## src/logic/nfc_pkg.sv

```systemverilog
// Shared constants and types for the host-side NAND flash command sequencer.
// Assumes a 125 MHz system clock and an 8-bit multiplexed flash bus outside.
package nfc_pkg;

  // Clock rate and bus timing in nanoseconds, converted to cycles (rounded up)
  localparam int CLK_MHZ   = 125;
  localparam int T_WP_NS   = 12;   // Write strobe low time
  localparam int T_WH_NS   = 10;   // Write strobe high time
  localparam int T_REA_NS  = 20;   // Output strobe low to data valid
  localparam int T_WB_NS   = 100;  // Strobe edge to busy asserted
  localparam int T_WHR_NS  = 60;   // Command to first data read
  localparam int WP_CYC    = (T_WP_NS * CLK_MHZ + 999) / 1000;
  localparam int WH_CYC    = (T_WH_NS * CLK_MHZ + 999) / 1000;
  localparam int REA_CYC   = (T_REA_NS * CLK_MHZ + 999) / 1000;
  localparam int WB_CYC    = (T_WB_NS * CLK_MHZ + 999) / 1000;
  localparam int WHR_CYC   = (T_WHR_NS * CLK_MHZ + 999) / 1000;
  localparam int SYNC_CYC  = 4;    // Extra low time covering the input synchroniser

  localparam int CNT_W = 5;
  localparam logic [CNT_W-1:0] WP_CNT     = CNT_W'(WP_CYC);
  localparam logic [CNT_W-1:0] WH_CNT     = CNT_W'(WH_CYC);
  localparam logic [CNT_W-1:0] RD_LOW_CNT = CNT_W'(REA_CYC + SYNC_CYC);
  localparam logic [CNT_W-1:0] WB_CNT     = CNT_W'(WB_CYC);
  localparam logic [CNT_W-1:0] WHR_CNT    = CNT_W'(WHR_CYC);

  // Command codes
  localparam logic [7:0] CMD_READ_SETUP = 8'h00;
  localparam logic [7:0] CMD_READ_CONF  = 8'h30;
  localparam logic [7:0] CMD_COPY_CONF  = 8'h3a;
  localparam logic [7:0] CMD_COLRD      = 8'h05;
  localparam logic [7:0] CMD_COLRD_CONF = 8'he0;
  localparam logic [7:0] CMD_CACHE_RD   = 8'h31;
  localparam logic [7:0] CMD_CACHE_LAST = 8'h3f;
  localparam logic [7:0] CMD_MULTI_RD   = 8'h60;
  localparam logic [7:0] CMD_PROG_SETUP = 8'h80;
  localparam logic [7:0] CMD_COPY_SETUP = 8'h8c;
  localparam logic [7:0] CMD_COLWR      = 8'h85;
  localparam logic [7:0] CMD_PROG_CONF  = 8'h10;
  localparam logic [7:0] CMD_CACHE_CONF = 8'h15;
  localparam logic [7:0] CMD_STATUS     = 8'h70;
  localparam logic [7:0] CMD_STATUS_MP  = 8'h71;
  localparam logic [7:0] CMD_RESET      = 8'hff;

  // Address byte indices: two column bytes then three row bytes
  localparam logic [2:0] IDX_COL0 = 3'h0;
  localparam logic [2:0] IDX_COL1 = 3'h1;
  localparam logic [2:0] IDX_ROW0 = 3'h2;
  localparam logic [2:0] IDX_ROW2 = 3'h4;

  typedef enum logic [3:0] {
    OP_READ = 4'h0, OP_CREAD = 4'h1, OP_CLAST = 4'h2, OP_MREAD = 4'h3,
    OP_COLRD = 4'h4, OP_PROG = 4'h5, OP_CPROG = 4'h6, OP_COLWR = 4'h7,
    OP_CPYRD = 4'h8, OP_CPYPG = 4'h9, OP_STATUS = 4'ha, OP_STATUS_MP = 4'hb,
    OP_RESET = 4'hc
  } nfc_op_t;

  typedef enum logic [5:0] {
    ST_IDLE = 6'h01, ST_NEXT = 6'h02, ST_WCYC = 6'h04,
    ST_RCYC = 6'h08, ST_GAP = 6'h10, ST_BUSY = 6'h20
  } nfc_state_t;

  typedef enum logic [8:0] {
    PH_SETUP = 9'h001, PH_ADDR = 9'h002, PH_SETUP2 = 9'h004, PH_DATA = 9'h008,
    PH_CONF = 9'h010, PH_TWB = 9'h020, PH_TWHR = 9'h040, PH_READ = 9'h080,
    PH_FIN = 9'h100
  } nfc_phase_t;

  typedef struct packed {
    logic [11:0] col;    // Column within the page
    logic [5:0]  page;   // Page within the block
    logic [10:0] block;  // Block; bit 0 selects the district
  } nfc_addr_t;

  typedef struct packed {
    nfc_op_t     op;
    nfc_addr_t   addr_a;  // Main address
    nfc_addr_t   addr_b;  // Second district for a multi-district read
    logic [11:0] len;     // Bytes to move
    logic        last;    // Issue the confirm of a program sequence
  } nfc_req_t;

  typedef struct packed {
    logic       cle;
    logic       ale;
    logic       ce_n;
    logic       we_n;
    logic       re_n;
    logic       lock_n;   // Program lock, low blocks program and erase
    logic [7:0] io_out;
    logic       io_oe_n;  // Low while the bus is driven
  } nfc_pin_t;

  // Byte i of the five-cycle address sequence
  function automatic logic [7:0] addr_byte(input nfc_addr_t a, input logic [2:0] i);
    logic [16:0] row;
    row = {a.block, a.page};
    case (i)
      3'h0:    addr_byte = a.col[7:0];
      3'h1:    addr_byte = {4'h0, a.col[11:8]};
      3'h2:    addr_byte = row[7:0];
      3'h3:    addr_byte = row[15:8];
      default: addr_byte = {7'h00, row[16]};
    endcase
  endfunction : addr_byte

endpackage : nfc_pkg

```

## src/logic/nfc_host.sv

```systemverilog
// Host-side NAND flash sequencer with a write-data FIFO in front of the bus.
// Assumes the flash strobes and I/O sit on pins; io and ready/busy are async.
`timescale 1ns/1ns

// Simple synchronous FIFO; full and empty come from wrap-bit pointers
module nfc_fifo
  import nfc_pkg::*;
#(
  parameter int WIDTH = 8,
  parameter int DEPTH = 16
) (
  input  wire logic             clock,      // System clock
  input  wire logic             sys_rst,    // Synchronous reset, high
  input  wire logic             in_valid,   // Write request
  output logic                  in_ready,   // Space available
  input  wire logic [WIDTH-1:0] in_data,    // Write data
  output logic                  out_valid,  // Data available
  input  wire logic             out_ready,  // Read request
  output logic      [WIDTH-1:0] out_data    // Head of queue
);
  localparam int AW = $clog2(DEPTH);
  logic [WIDTH-1:0] mem_reg [DEPTH];
  logic [AW:0]      wptr_reg, wptr_next;
  logic [AW:0]      rptr_reg, rptr_next;
  logic             push, pop;

  // Pointer arithmetic; the extra bit tells full from empty
  always_comb begin
    in_ready  = (wptr_reg[AW-1:0] != rptr_reg[AW-1:0]) || (wptr_reg[AW] == rptr_reg[AW]);
    out_valid = (wptr_reg != rptr_reg);
    push      = in_valid && in_ready;
    pop       = out_valid && out_ready;
    wptr_next = push ? wptr_reg + 1'b1 : wptr_reg;
    rptr_next = pop ? rptr_reg + 1'b1 : rptr_reg;
    out_data  = mem_reg[rptr_reg[AW-1:0]];
  end

  always_ff @(posedge clock) begin
    if (sys_rst) begin
      wptr_reg <= '0;
      rptr_reg <= '0;
    end else begin
      wptr_reg <= wptr_next;
      rptr_reg <= rptr_next;
    end
    if (push) begin
      mem_reg[wptr_reg[AW-1:0]] <= in_data;
    end
  end
endmodule : nfc_fifo

module nfc_host
  import nfc_pkg::*;
#(
  parameter int FIFO_DEPTH = 16
) (
  input  wire logic       clock,        // 125 MHz system clock
  input  wire logic       sys_rst,      // Synchronous reset, high
  input  wire logic       req_valid,    // Operation request
  output logic            req_ready,    // Sequencer idle, request taken
  input  nfc_req_t        req,          // Operation, addresses, length
  input  wire logic       wr_valid,     // Program data offered
  output logic            wr_ready,     // FIFO has room
  input  wire logic [7:0] wr_data,      // Program data byte
  output logic            rd_valid,     // Read byte waiting
  input  wire logic       rd_ready,     // Read byte consumed
  output logic      [7:0] rd_data,      // Read byte
  output logic            done,         // Operation finished, one cycle
  output logic            err,          // Request refused, one cycle
  input  wire logic       prog_enable,  // Allow program and erase
  output nfc_pin_t        pins,         // Flash control pins and bus drive
  input  wire logic [7:0] io_in,        // Flash I/O bus as seen on the pins
  input  wire logic       rb_n_in       // Flash ready/busy pin, low busy
);
  nfc_state_t  st_reg,   st_next;
  nfc_phase_t  ph_reg,   ph_next;
  nfc_req_t    req_reg,  req_next;
  nfc_pin_t    pin_reg,  pin_next;
  logic [CNT_W-1:0] cnt_reg, cnt_next;
  logic [11:0] len_reg,  len_next;
  logic [2:0]  idx_reg,  idx_next;
  logic        hi_reg,   hi_next;
  logic        grp_reg,  grp_next;
  logic        seq_reg,  seq_next;
  logic        rdv_reg,  rdv_next;
  logic [7:0]  rdd_reg,  rdd_next;
  logic        done_reg, done_next;
  logic        err_reg,  err_next;
  logic        rb_reg,   rb_next;
  logic [7:0]  io_s1, io_s2, io_s3;
  logic        rb_s1, rb_s2, rb_s3;
  logic        fifo_valid, fifo_pop;
  logic [7:0]  fifo_data;
  logic        bad_req;
  logic [2:0]  last_idx;
  logic [7:0]  setup_code, conf_code;
  logic        is_prog;
  nfc_addr_t   cur_addr;

  // Program data queue; a slow source stalls the data phase, not the bus timing
  nfc_fifo #(.WIDTH(8), .DEPTH(FIFO_DEPTH)) u_fifo (
    .clock     (clock),
    .sys_rst   (sys_rst),
    .in_valid  (wr_valid),
    .in_ready  (wr_ready),
    .in_data   (wr_data),
    .out_valid (fifo_valid),
    .out_ready (fifo_pop),
    .out_data  (fifo_data)
  );

  // Pin synchronisers; only the second and third stages are looked at
  always_ff @(posedge clock) begin
    if (sys_rst) begin
      io_s1 <= 8'h00;
      io_s2 <= 8'h00;
      io_s3 <= 8'h00;
      rb_s1 <= 1'b1;
      rb_s2 <= 1'b1;
      rb_s3 <= 1'b1;
    end else begin
      io_s1 <= io_in;
      io_s2 <= io_s1;
      io_s3 <= io_s2;
      rb_s1 <= rb_n_in;
      rb_s2 <= rb_s1;
      rb_s3 <= rb_s2;
    end
  end

  // Operation decode: command codes and address span per operation
  always_comb begin
    is_prog  = (req_reg.op == OP_PROG) || (req_reg.op == OP_CPROG) ||
               (req_reg.op == OP_COLWR) || (req_reg.op == OP_CPYPG);
    last_idx = ((req_reg.op == OP_COLRD) || (req_reg.op == OP_COLWR)) ? IDX_COL1 : IDX_ROW2;
    cur_addr = grp_reg ? req_reg.addr_b : req_reg.addr_a;
    case (req_reg.op)
      OP_CREAD:     setup_code = CMD_CACHE_RD;
      OP_CLAST:     setup_code = CMD_CACHE_LAST;
      OP_MREAD:     setup_code = CMD_MULTI_RD;
      OP_COLRD:     setup_code = CMD_COLRD;
      OP_PROG:      setup_code = CMD_PROG_SETUP;
      OP_CPROG:     setup_code = CMD_PROG_SETUP;
      OP_COLWR:     setup_code = CMD_COLWR;
      OP_CPYPG:     setup_code = CMD_COPY_SETUP;
      OP_STATUS:    setup_code = CMD_STATUS;
      OP_STATUS_MP: setup_code = CMD_STATUS_MP;
      OP_RESET:     setup_code = CMD_RESET;
      default:      setup_code = CMD_READ_SETUP;
    endcase
    case (req_reg.op)
      OP_COLRD: conf_code = CMD_COLRD_CONF;
      OP_CPYRD: conf_code = CMD_COPY_CONF;
      OP_CPROG: conf_code = CMD_CACHE_CONF;
      OP_CPYPG: conf_code = req_reg.last ? CMD_PROG_CONF : CMD_CACHE_CONF;
      OP_PROG:  conf_code = CMD_PROG_CONF;
      OP_COLWR: conf_code = CMD_PROG_CONF;
      default:  conf_code = CMD_READ_CONF;
    endcase
    // Multi-district pair must straddle both districts on one page
    bad_req = ((req.op == OP_MREAD) &&
               ((req.addr_a.block[0] == req.addr_b.block[0]) ||
                (req.addr_a.page != req.addr_b.page))) ||
              (((req.op == OP_CREAD) || (req.op == OP_CLAST)) && !seq_reg);
  end

  // Sequencer: walks the phases of one operation, one bus cycle at a time
  always_comb begin
    st_next   = st_reg;
    ph_next   = ph_reg;
    req_next  = req_reg;
    pin_next  = pin_reg;
    cnt_next  = cnt_reg;
    len_next  = len_reg;
    idx_next  = idx_reg;
    hi_next   = hi_reg;
    grp_next  = grp_reg;
    seq_next  = seq_reg;
    rdv_next  = rdv_reg;
    rdd_next  = rdd_reg;
    done_next = 1'b0;
    err_next  = 1'b0;
    fifo_pop  = 1'b0;
    rb_next   = (rb_s2 == rb_s3) ? rb_s3 : rb_reg;   // Counts once two stages agree
    if (rdv_reg && rd_ready) begin
      rdv_next = 1'b0;
    end
    // Lock stays released for the whole multi-district read
    pin_next.lock_n = ((st_reg != ST_IDLE) && (req_reg.op == OP_MREAD)) ? 1'b1
                      : prog_enable;
    case (st_reg)
      ST_IDLE: begin
        pin_next.ce_n    = 1'b1;
        pin_next.io_oe_n = 1'b1;
        if (req_valid) begin
          if (bad_req) begin
            err_next = 1'b1;
          end else begin
            req_next      = req;
            st_next       = ST_NEXT;
            ph_next       = PH_SETUP;
            grp_next      = 1'b0;
            len_next      = ((req.op == OP_STATUS) || (req.op == OP_STATUS_MP)) ? 12'h001 : req.len;
            pin_next.ce_n = 1'b0;
          end
        end
      end
      ST_NEXT: begin
        cnt_next = '0;
        hi_next  = 1'b0;
        case (ph_reg)
          PH_SETUP: begin
            st_next  = ST_WCYC;
            pin_next = '{cle: 1'b1, ale: 1'b0, ce_n: 1'b0, we_n: 1'b0, re_n: 1'b1,
                         lock_n: pin_next.lock_n, io_out: setup_code, io_oe_n: 1'b0};
            idx_next = (req_reg.op == OP_MREAD) ? IDX_ROW0 : IDX_COL0;
            case (req_reg.op)
              OP_CREAD, OP_CLAST, OP_RESET: ph_next = PH_TWB;
              OP_STATUS, OP_STATUS_MP:      ph_next = PH_TWHR;
              default:                      ph_next = PH_ADDR;
            endcase
          end
          PH_SETUP2: begin
            st_next  = ST_WCYC;
            pin_next = '{cle: 1'b1, ale: 1'b0, ce_n: 1'b0, we_n: 1'b0, re_n: 1'b1,
                         lock_n: pin_next.lock_n, io_out: CMD_MULTI_RD, io_oe_n: 1'b0};
            grp_next = 1'b1;
            idx_next = IDX_ROW0;
            ph_next  = PH_ADDR;
          end
          PH_ADDR: begin
            st_next  = ST_WCYC;
            pin_next = '{cle: 1'b0, ale: 1'b1, ce_n: 1'b0, we_n: 1'b0, re_n: 1'b1,
                         lock_n: pin_next.lock_n, io_out: addr_byte(cur_addr, idx_reg),
                         io_oe_n: 1'b0};
            idx_next = idx_reg + 3'h1;
            if (idx_reg == last_idx) begin
              if ((req_reg.op == OP_MREAD) && !grp_reg) begin
                ph_next = PH_SETUP2;
              end else if (is_prog) begin
                ph_next = PH_DATA;
              end else begin
                ph_next = PH_CONF;
              end
            end
          end
          PH_DATA: begin
            if (len_reg == 12'h000) begin
              // Without the confirm a later column change may refill the page
              ph_next = (req_reg.last || (req_reg.op == OP_CPYPG)) ? PH_CONF : PH_FIN;
            end else if (fifo_valid) begin
              fifo_pop = 1'b1;
              len_next = len_reg - 12'h001;
              st_next  = ST_WCYC;
              pin_next = '{cle: 1'b0, ale: 1'b0, ce_n: 1'b0, we_n: 1'b0, re_n: 1'b1,
                           lock_n: pin_next.lock_n, io_out: fifo_data, io_oe_n: 1'b0};
            end
          end
          PH_CONF: begin
            st_next  = ST_WCYC;
            pin_next = '{cle: 1'b1, ale: 1'b0, ce_n: 1'b0, we_n: 1'b0, re_n: 1'b1,
                         lock_n: pin_next.lock_n, io_out: conf_code, io_oe_n: 1'b0};
            ph_next  = (req_reg.op == OP_COLRD) ? PH_TWHR : PH_TWB;
          end
          PH_TWB, PH_TWHR: begin
            st_next = ST_GAP;
          end
          PH_READ: begin
            if (len_reg == 12'h000) begin
              ph_next = PH_FIN;
            end else if (!rdv_reg) begin
              st_next       = ST_RCYC;
              pin_next.re_n = 1'b0;
            end
          end
          default: begin
            done_next     = 1'b1;
            st_next       = ST_IDLE;
            pin_next.ce_n = 1'b1;
            // A cached sequence is only valid after a plain or cached read; status reads keep it
            if ((req_reg.op == OP_READ) || (req_reg.op == OP_CREAD)) begin
              seq_next = 1'b1;
            end else if ((req_reg.op != OP_STATUS) && (req_reg.op != OP_STATUS_MP)) begin
              seq_next = 1'b0;
            end
          end
        endcase
      end
      ST_WCYC: begin
        cnt_next = cnt_reg + 1'b1;
        if (!hi_reg && (cnt_reg == WP_CNT - 1'b1)) begin
          hi_next       = 1'b1;
          cnt_next      = '0;
          pin_next.we_n = 1'b1;
        end else if (hi_reg && (cnt_reg == WH_CNT - 1'b1)) begin
          st_next          = ST_NEXT;
          pin_next.cle     = 1'b0;
          pin_next.ale     = 1'b0;
          pin_next.io_oe_n = 1'b1;
        end
      end
      ST_RCYC: begin
        if (!hi_reg) begin
          if (cnt_reg < RD_LOW_CNT - 1'b1) begin
            cnt_next = cnt_reg + 1'b1;
          end else if (io_s2 == io_s3) begin
            rdd_next      = io_s3;
            rdv_next      = 1'b1;
            len_next      = len_reg - 12'h001;
            pin_next.re_n = 1'b1;
            hi_next       = 1'b1;
            cnt_next      = '0;
          end
        end else begin
          cnt_next = cnt_reg + 1'b1;
          if (cnt_reg == WH_CNT - 1'b1) begin
            st_next = ST_NEXT;
          end
        end
      end
      ST_GAP: begin
        cnt_next = cnt_reg + 1'b1;
        if ((ph_reg == PH_TWB) && (cnt_reg == WB_CNT - 1'b1)) begin
          st_next = ST_BUSY;
        end else if ((ph_reg == PH_TWHR) && (cnt_reg == WHR_CNT - 1'b1)) begin
          st_next = ST_NEXT;
          ph_next = PH_READ;
        end
      end
      default: begin
        // Strobes idle high while busy; no command is issued until ready
        if (rb_reg) begin
          st_next = ST_NEXT;
          ph_next = (is_prog || (req_reg.op == OP_MREAD) || (req_reg.op == OP_RESET))
                    ? PH_FIN : PH_READ;
        end
      end
    endcase
  end

  always_ff @(posedge clock) begin
    if (sys_rst) begin
      st_reg   <= ST_IDLE;
      ph_reg   <= PH_SETUP;
      req_reg  <= '0;
      pin_reg  <= '{cle: 1'b0, ale: 1'b0, ce_n: 1'b1, we_n: 1'b1, re_n: 1'b1,
                    lock_n: 1'b0, io_out: 8'h00, io_oe_n: 1'b1};
      cnt_reg  <= '0;
      len_reg  <= 12'h000;
      idx_reg  <= 3'h0;
      hi_reg   <= 1'b0;
      grp_reg  <= 1'b0;
      seq_reg  <= 1'b0;
      rdv_reg  <= 1'b0;
      rdd_reg  <= 8'h00;
      done_reg <= 1'b0;
      err_reg  <= 1'b0;
      rb_reg   <= 1'b1;
    end else begin
      st_reg   <= st_next;
      ph_reg   <= ph_next;
      req_reg  <= req_next;
      pin_reg  <= pin_next;
      cnt_reg  <= cnt_next;
      len_reg  <= len_next;
      idx_reg  <= idx_next;
      hi_reg   <= hi_next;
      grp_reg  <= grp_next;
      seq_reg  <= seq_next;
      rdv_reg  <= rdv_next;
      rdd_reg  <= rdd_next;
      done_reg <= done_next;
      err_reg  <= err_next;
      rb_reg   <= rb_next;
    end
  end

  // Outputs; req_ready decoded from the state, everything else straight from flops
  assign req_ready = (st_reg == ST_IDLE);
  assign rd_valid  = rdv_reg;
  assign rd_data   = rdd_reg;
  assign done      = done_reg;
  assign err       = err_reg;
  assign pins      = pin_reg;

endmodule : nfc_host

```

## config.mk

```make
export PLATFORM = sky130hd
export DESIGN_NAME = nfc_host
export DESIGN_NICKNAME = d
export VERILOG_FILES = /design/src/logic/nfc_pkg.sv /design/src/logic/nfc_host.sv
export SDC_FILE = /design/constraint.sdc
export NUM_CORES = 1
export LEC_CHECK = 0
export ABC_AREA = 1
export BUFFER_PORTS_ARGS = -buffer_cell sky130_fd_sc_hd__buf_2
export CAP_MARGIN = 10
export CORE_UTILIZATION = 55
export DETAILED_ROUTE_END_ITERATION = 12
export PLACE_DENSITY = 0.71
export SYNTH_ARGS = -nofsm -noshare
export SYNTH_HDL_FRONTEND = slang
export SYNTH_SLANG_ARGS = --single-unit
```

## constraint.sdc

```tcl
create_clock -name clock -period 5.7 [get_ports clock]
set_input_delay 0.855 -clock clock [delete_from_list [all_inputs] [get_ports clock]]
set_output_delay 0.855 -clock clock [all_outputs]
set_load 0.05 [all_outputs]
```

After elaboration in Yosys (flattened, before gate mapping)
Memory sizes are Yosys's and may differ from the RTL's. A register that Yosys moved wholly into a read port is not among the register bits.
Index checks and enable logic that the tools add are counted.

word-level totals
  flip-flop bits (word level) = 165
  RAM bits = 128
  bits in read-only memories = 128
  bits of input ports = 98
  memories = 2

memory list
  name             depth  width  read ports  clocked after Yosys merged registers in  write ports  line             RTL
  (no name shown)  16     8      1           1                                        0            nfc_host.sv:137  case (req_reg.op)
  u_fifo.mem_reg   16     8      1           1                                        1            nfc_host.sv:22   logic [WIDTH-1:0] mem_reg [DEPTH];

cells by class
  add/sub/neg operators = 5
  magnitude comparators = 1
  eq/ne operators = 80
  multiplexer cells = 105
  bitwise operators = 8
  reduce and logical (&&, ||, !) cells = 70

operators with widths
  kind                                           count
  2-to-1 mux 12 bit                              9
  2-to-1 mux 9 bit                               11
  2-to-1 mux 6 bit                               13
  case mux 9 bit (6 select lines)                1
  case mux 10 bit (5 select lines)               1
  case mux 8 bit (5 select lines)                1
  case mux 12 bit (3 select lines)               1
  case mux 9 bit (4 select lines)                1
  inequality test 2 bit, second input constant   17
  case mux 8 bit (4 select lines)                1
  2-to-1 mux 1 bit                               31
  2-to-1 mux 15 bit                              2
  2-to-1 mux 5 bit                               6
  case mux 6 bit (5 select lines)                1
  2-to-1 mux 29 bit                              1
  == test 4 bit, second input constant           7
  inequality test 3 bit, second input constant   8
  case mux 6 bit (4 select lines)                1
  case mux 5 bit (4 select lines)                1
  AND reduction 9 bit                            2
  == test 4 x 2 -> 1 bit, second input constant  4
  == test 4 x 3 -> 1 bit, second input constant  4
  2-to-1 mux 4 bit                               4
  AND reduction 4 bit                            4
  other kinds (66)                               137

Longest topological paths before layout
  depth in word-level cells = 9
  depth in mapped cells = 18
  depth with buffers taken out = 17

By module
A second synthesis with hierarchy kept.

unflattened totals
  cells, all modules = 1768
  area, all modules = 14323.7 sq um

modules (own cells, without submodules)
  module    times used  cells an instance  area each (sq um)  sequential area each (sq um)
  nfc_host  1           1234               8314.2             3263.1
  nfc_fifo  1           534                6009.5             4124.0

Least setup slack after synthesis
No wires, ideal clock.

  path kind = input port to flip-flop
  start point = input req[73] (netlist bit)
  end point = register, netlist name setup_code[2]
  library setup time = 60 ps
  data arrival time = 2453 ps
  setup slack = 3188 ps
  stages on the path = 14
  path buffers = 2
  cells stage by stage = inv_1 -> o211ai_1 -> a21oi_1 -> nand2_2 -> nand2_2 -> buf_6 -> clkbuf_1 -> a211oi_1 -> ha_1 -> inv_1 -> nand4_1 -> nand2_1 -> nand2_1 -> nand2_1

on the way
  word-level cells in the longest chain between the ends = 8

ends and longest elaborated chain
  element                                                           line             RTL
  start: declaration                                                nfc_host.sv:61   input nfc_req_t req,
  == test 4 x 1 -> 1 bit or == test 4 x 2 -> 1 bit (tied branches)  nfc_host.sv:164  (((req.op == OP_CREAD) || (req.op == OP_CLAST)) && !seq_reg);
  logical OR 1 bit                                                  nfc_host.sv:164
  logical AND 1 bit                                                 nfc_host.sv:164
  logical OR 1 bit                                                  nfc_host.sv:163  (req.addr_a.page != req.addr_b.page))) ||
  inverter 1 bit (no source line)                                   -
  AND reduction 3 bit (no source line)                              -
  2-to-1 mux 4 bit (no source line) (*) (2 in a row)                -

Mark *: on every way between the ends. The rest lies on a longest branch, timed or not.
A chain may end at the register's enable or synchronous reset.

Worst setup path after layout
  start point = input req[73] (netlist bit)
  end point = register, netlist name setup_code[4]

on the way
  word-level cells in the longest chain between the ends = 8

ends and longest elaborated chain
  element                                                           line
  == test 4 x 1 -> 1 bit or == test 4 x 2 -> 1 bit (tied branches)  nfc_host.sv:164
  logical OR 1 bit                                                  nfc_host.sv:164
  logical AND 1 bit                                                 nfc_host.sv:164
  logical OR 1 bit                                                  nfc_host.sv:163
  inverter 1 bit (no source line)                                   -
  AND reduction 3 bit (no source line)                              -
  2-to-1 mux 4 bit (no source line) (*) (2 in a row)                -

Marked as above.

==> results.sh <==
export IMPL_synth_ff_type="dfxtp_1"
export IMPL_cp_slowest_cell="nand2_2"
export IMPL_critPathBufInv=4
export IMPL_dp_hpwl_um=24020
export IMPL_drive_gt1_share_pct=12.25
export IMPL_leakagePower_nw=6.998
export IMPL_synthArstFlopShare_pct=0
export IMPL_fin_crit_sh_pct=60.74
export IMPL_coreArea_mm2=0.02533
export IMPL_power_mw=7.045
export IMPL_grt_setup_unrepaired="no"
export IMPL_drt_first_pass_iters=5
export IMPL_tightestPinTransition_ps=1104
export IMPL_dieArea_mm2=0.02664
export IMPL_wirelength_um=35570
export IMPL_setup_tns_ps=0
export IMPL_track_usage_pct=27.14
export IMPL_vias=12130
export IMPL_fp_dieW_um=163.2
export IMPL_hold_class="reg -> reg"
export IMPL_placedCellCount=2186
export IMPL_numCtsBuffers=34
export IMPL_portBuffers=125
export IMPL_synth_warnings=0
export IMPL_finalSetupViolations=0
export IMPL_cts_resized=0
export IMPL_cts_hold_buffers=0
export IMPL_cts_tree="built"
export IMPL_drcViolationCount=0
export IMPL_maxCapViolCount=0
export IMPL_status="complete, no violations"
export IMPL_place_ws_ps=1765
export IMPL_yosys_cell_types_count=46
export IMPL_grt_overflow_total=0
export IMPL_gp_congestion=0.9438
export IMPL_final_cell_mix="nand2_1, nor2_1, inv_1, dfxtp_1, o21ai_0"
export IMPL_fillers=2235
export IMPL_synth_seq_area_share_pct=51.67
export IMPL_cts_path_max_buffers=3
export IMPL_path_common_cell="inv_1"
export IMPL_cp_required_ps=6100
export IMPL_final_common_cell="nand2_1"
export IMPL_worst_ir_drop_vdd_mv=0.3010
export IMPL_cp_max_fo=46
export IMPL_grt_antenna_before_repair=1
export IMPL_syn_inst=1799
export IMPL_max_stage_delay_ps=790
export IMPL_routedWlPerCell_um=15.82
export IMPL_insertedDiodeCount=0
export IMPL_crit_family="simple AND/OR/NAND/NOR gates"
export IMPL_htree_levels=2
export IMPL_start_util_pct=56.45
export IMPL_critical_path_arrival_ps=3870
export IMPL_clock_skew_ps=28.36
export IMPL_path_cells="buf_2 -> inv_1 -> o211ai_1 -> a21oi_1 -> nand2_2 -> nand2_2 -> nor2_1 -> a211oi_2 -> inv_1 -> ha_1 -> inv_1 -> nand4_1 -> nand3_1 -> nand2_1"
export IMPL_antenna_left=0
export IMPL_yosys_area_top_type="edfxtp_1"
export IMPL_nNetsFinal=2009
export IMPL_slew_headroom_pct=26.38
export IMPL_ys_top_cells_by_area="edfxtp_1, dfxtp_1, nand2_1"
export IMPL_syn_area_mm2=0.01430
export IMPL_synth_top_area_share_pct=26.88
export IMPL_clk_pin_slew_ps=60
export IMPL_grt_max_degree=78
export IMPL_period_minus_slack_ps=3462
export IMPL_area_delta_synth_final_pct=13.37
export IMPL_grt_pass1_wl_um=57240
export IMPL_clock_sinks=305
export IMPL_fin_ws_ps=2238
export IMPL_placementRows=58
export IMPL_post_cts_buffers=0
export IMPL_cp_end_kind="flop"
export IMPL_synth_enable_flop_cells=128
export IMPL_multi_input_area_mm2=0.005843
export IMPL_slew_violations=0
export IMPL_largest_reg_flops=128
export IMPL_root_buffer="clkbuf_16"
export IMPL_register_area_mm2=0.007388
export IMPL_crit_path_start_kind="primary input"
export IMPL_worstSkewPairLatency_ps=530
export IMPL_max_freq_mhz=288.8
export IMPL_path_class="in -> reg"
export IMPL_power_density_mw_per_mm2=434.6
export IMPL_ys_ff_latch=305
export IMPL_synth_nets=1916
export IMPL_die_y_um=163.2
export IMPL_synth_avg_cell_area_um2=7.947
export IMPL_pin_count=126
export IMPL_initialDrtViolationCount=1101
export IMPL_first_global_vias=11450
export IMPL_fin_util_pct=64.00
export IMPL_fin_cells=2248
export IMPL_hold_violations=0
export IMPL_routed_via_density=5.395
==> cell usage after synthesis, drive strengths merged (6+ instances only) <==
cell type / n
xor2: 8
o31ai: 6
a21oi: 105
nand3: 132
edfxtp: 128
ha: 19
o21ai: 167
o211ai: 32
nor3: 14
nand2: 350
clkbuf: 47
buf: 29
inv: 191
nor2: 332
dfxtp: 177
nand4: 21
xnor2: 7
==> where the power goes <==
part           internal [mW]  leakage [nW]  switching (mW)
combinational          0.650          3.83            1.49
sequential              2.52          2.60           0.147
clock                   1.35         0.565           0.887
==> routing by layer <==
metal  share of wire [%]  wire (um)  GRT usage [%]
met2                  47      16870          45.42
met4                 2.8       1013          9.388
met3                 5.8       2080          4.672
met1                  44      15600          35.34
met5                   0          0              0
==> final timing paths <==
| path | startpoint | cells after the start | slack, ps | to |
|---|---|---|---|---|
| setup / recovery | req[73] | 14 | 2240 | setup_code[4] |
| hold / removal | io_s1[3] | 2 | 400 | io_s2[3] |
| setup reg to reg | seq_reg | 11 | 2500 | setup_code[4] |
| hold reg to reg | io_s1[3] | 2 | 400 | io_s2[3] |
==> stage by stage <==
stage,hold WS [ps],area (um^2)
after floorplan,388.3,14300
after global placement,389.1,15060
after detailed placement,392.9,15060
after CTS,401.5,16210
after global routing,423.0,16210
final,401.6,16210
==> final cells by class <==
class / count / area share (%)
clock buffer: 49 / 6.098
clock inverter: 13 / 1.003
inverter: 194 / 4.492
multi-input combinational: 1224 / 36.05
sequential: 305 / 45.58
tap: 330 / 2.547
timing repair buffer: 133 / 4.230
==> cells by family (layout without fill, tap and decap cells) <==
logic type / count (synthesis) / after routing / synth area share (%)
XOR/XNOR: 15 / 15 / 0.9189
AND/OR/NAND/NOR: 860 / 860 / 25.67
flip-flops: 305 / 305 / 51.67
AO/OA/AOI/OAI: 330 / 330 / 12.62
buffers and inverters: 270 / 389 / 7.465
adder cells (fa/ha/maj): 19 / 19 / 1.663
==> worst min-delay path, delay by kind of cell (launching register included) <==
kind / cells / cell delay, ps
DFF: 1 / 290
buffers and inverters: 1 / 40
and+or+nand+nor: 1 / 30
No activity file was read; power rests on OpenSTA's default activity.
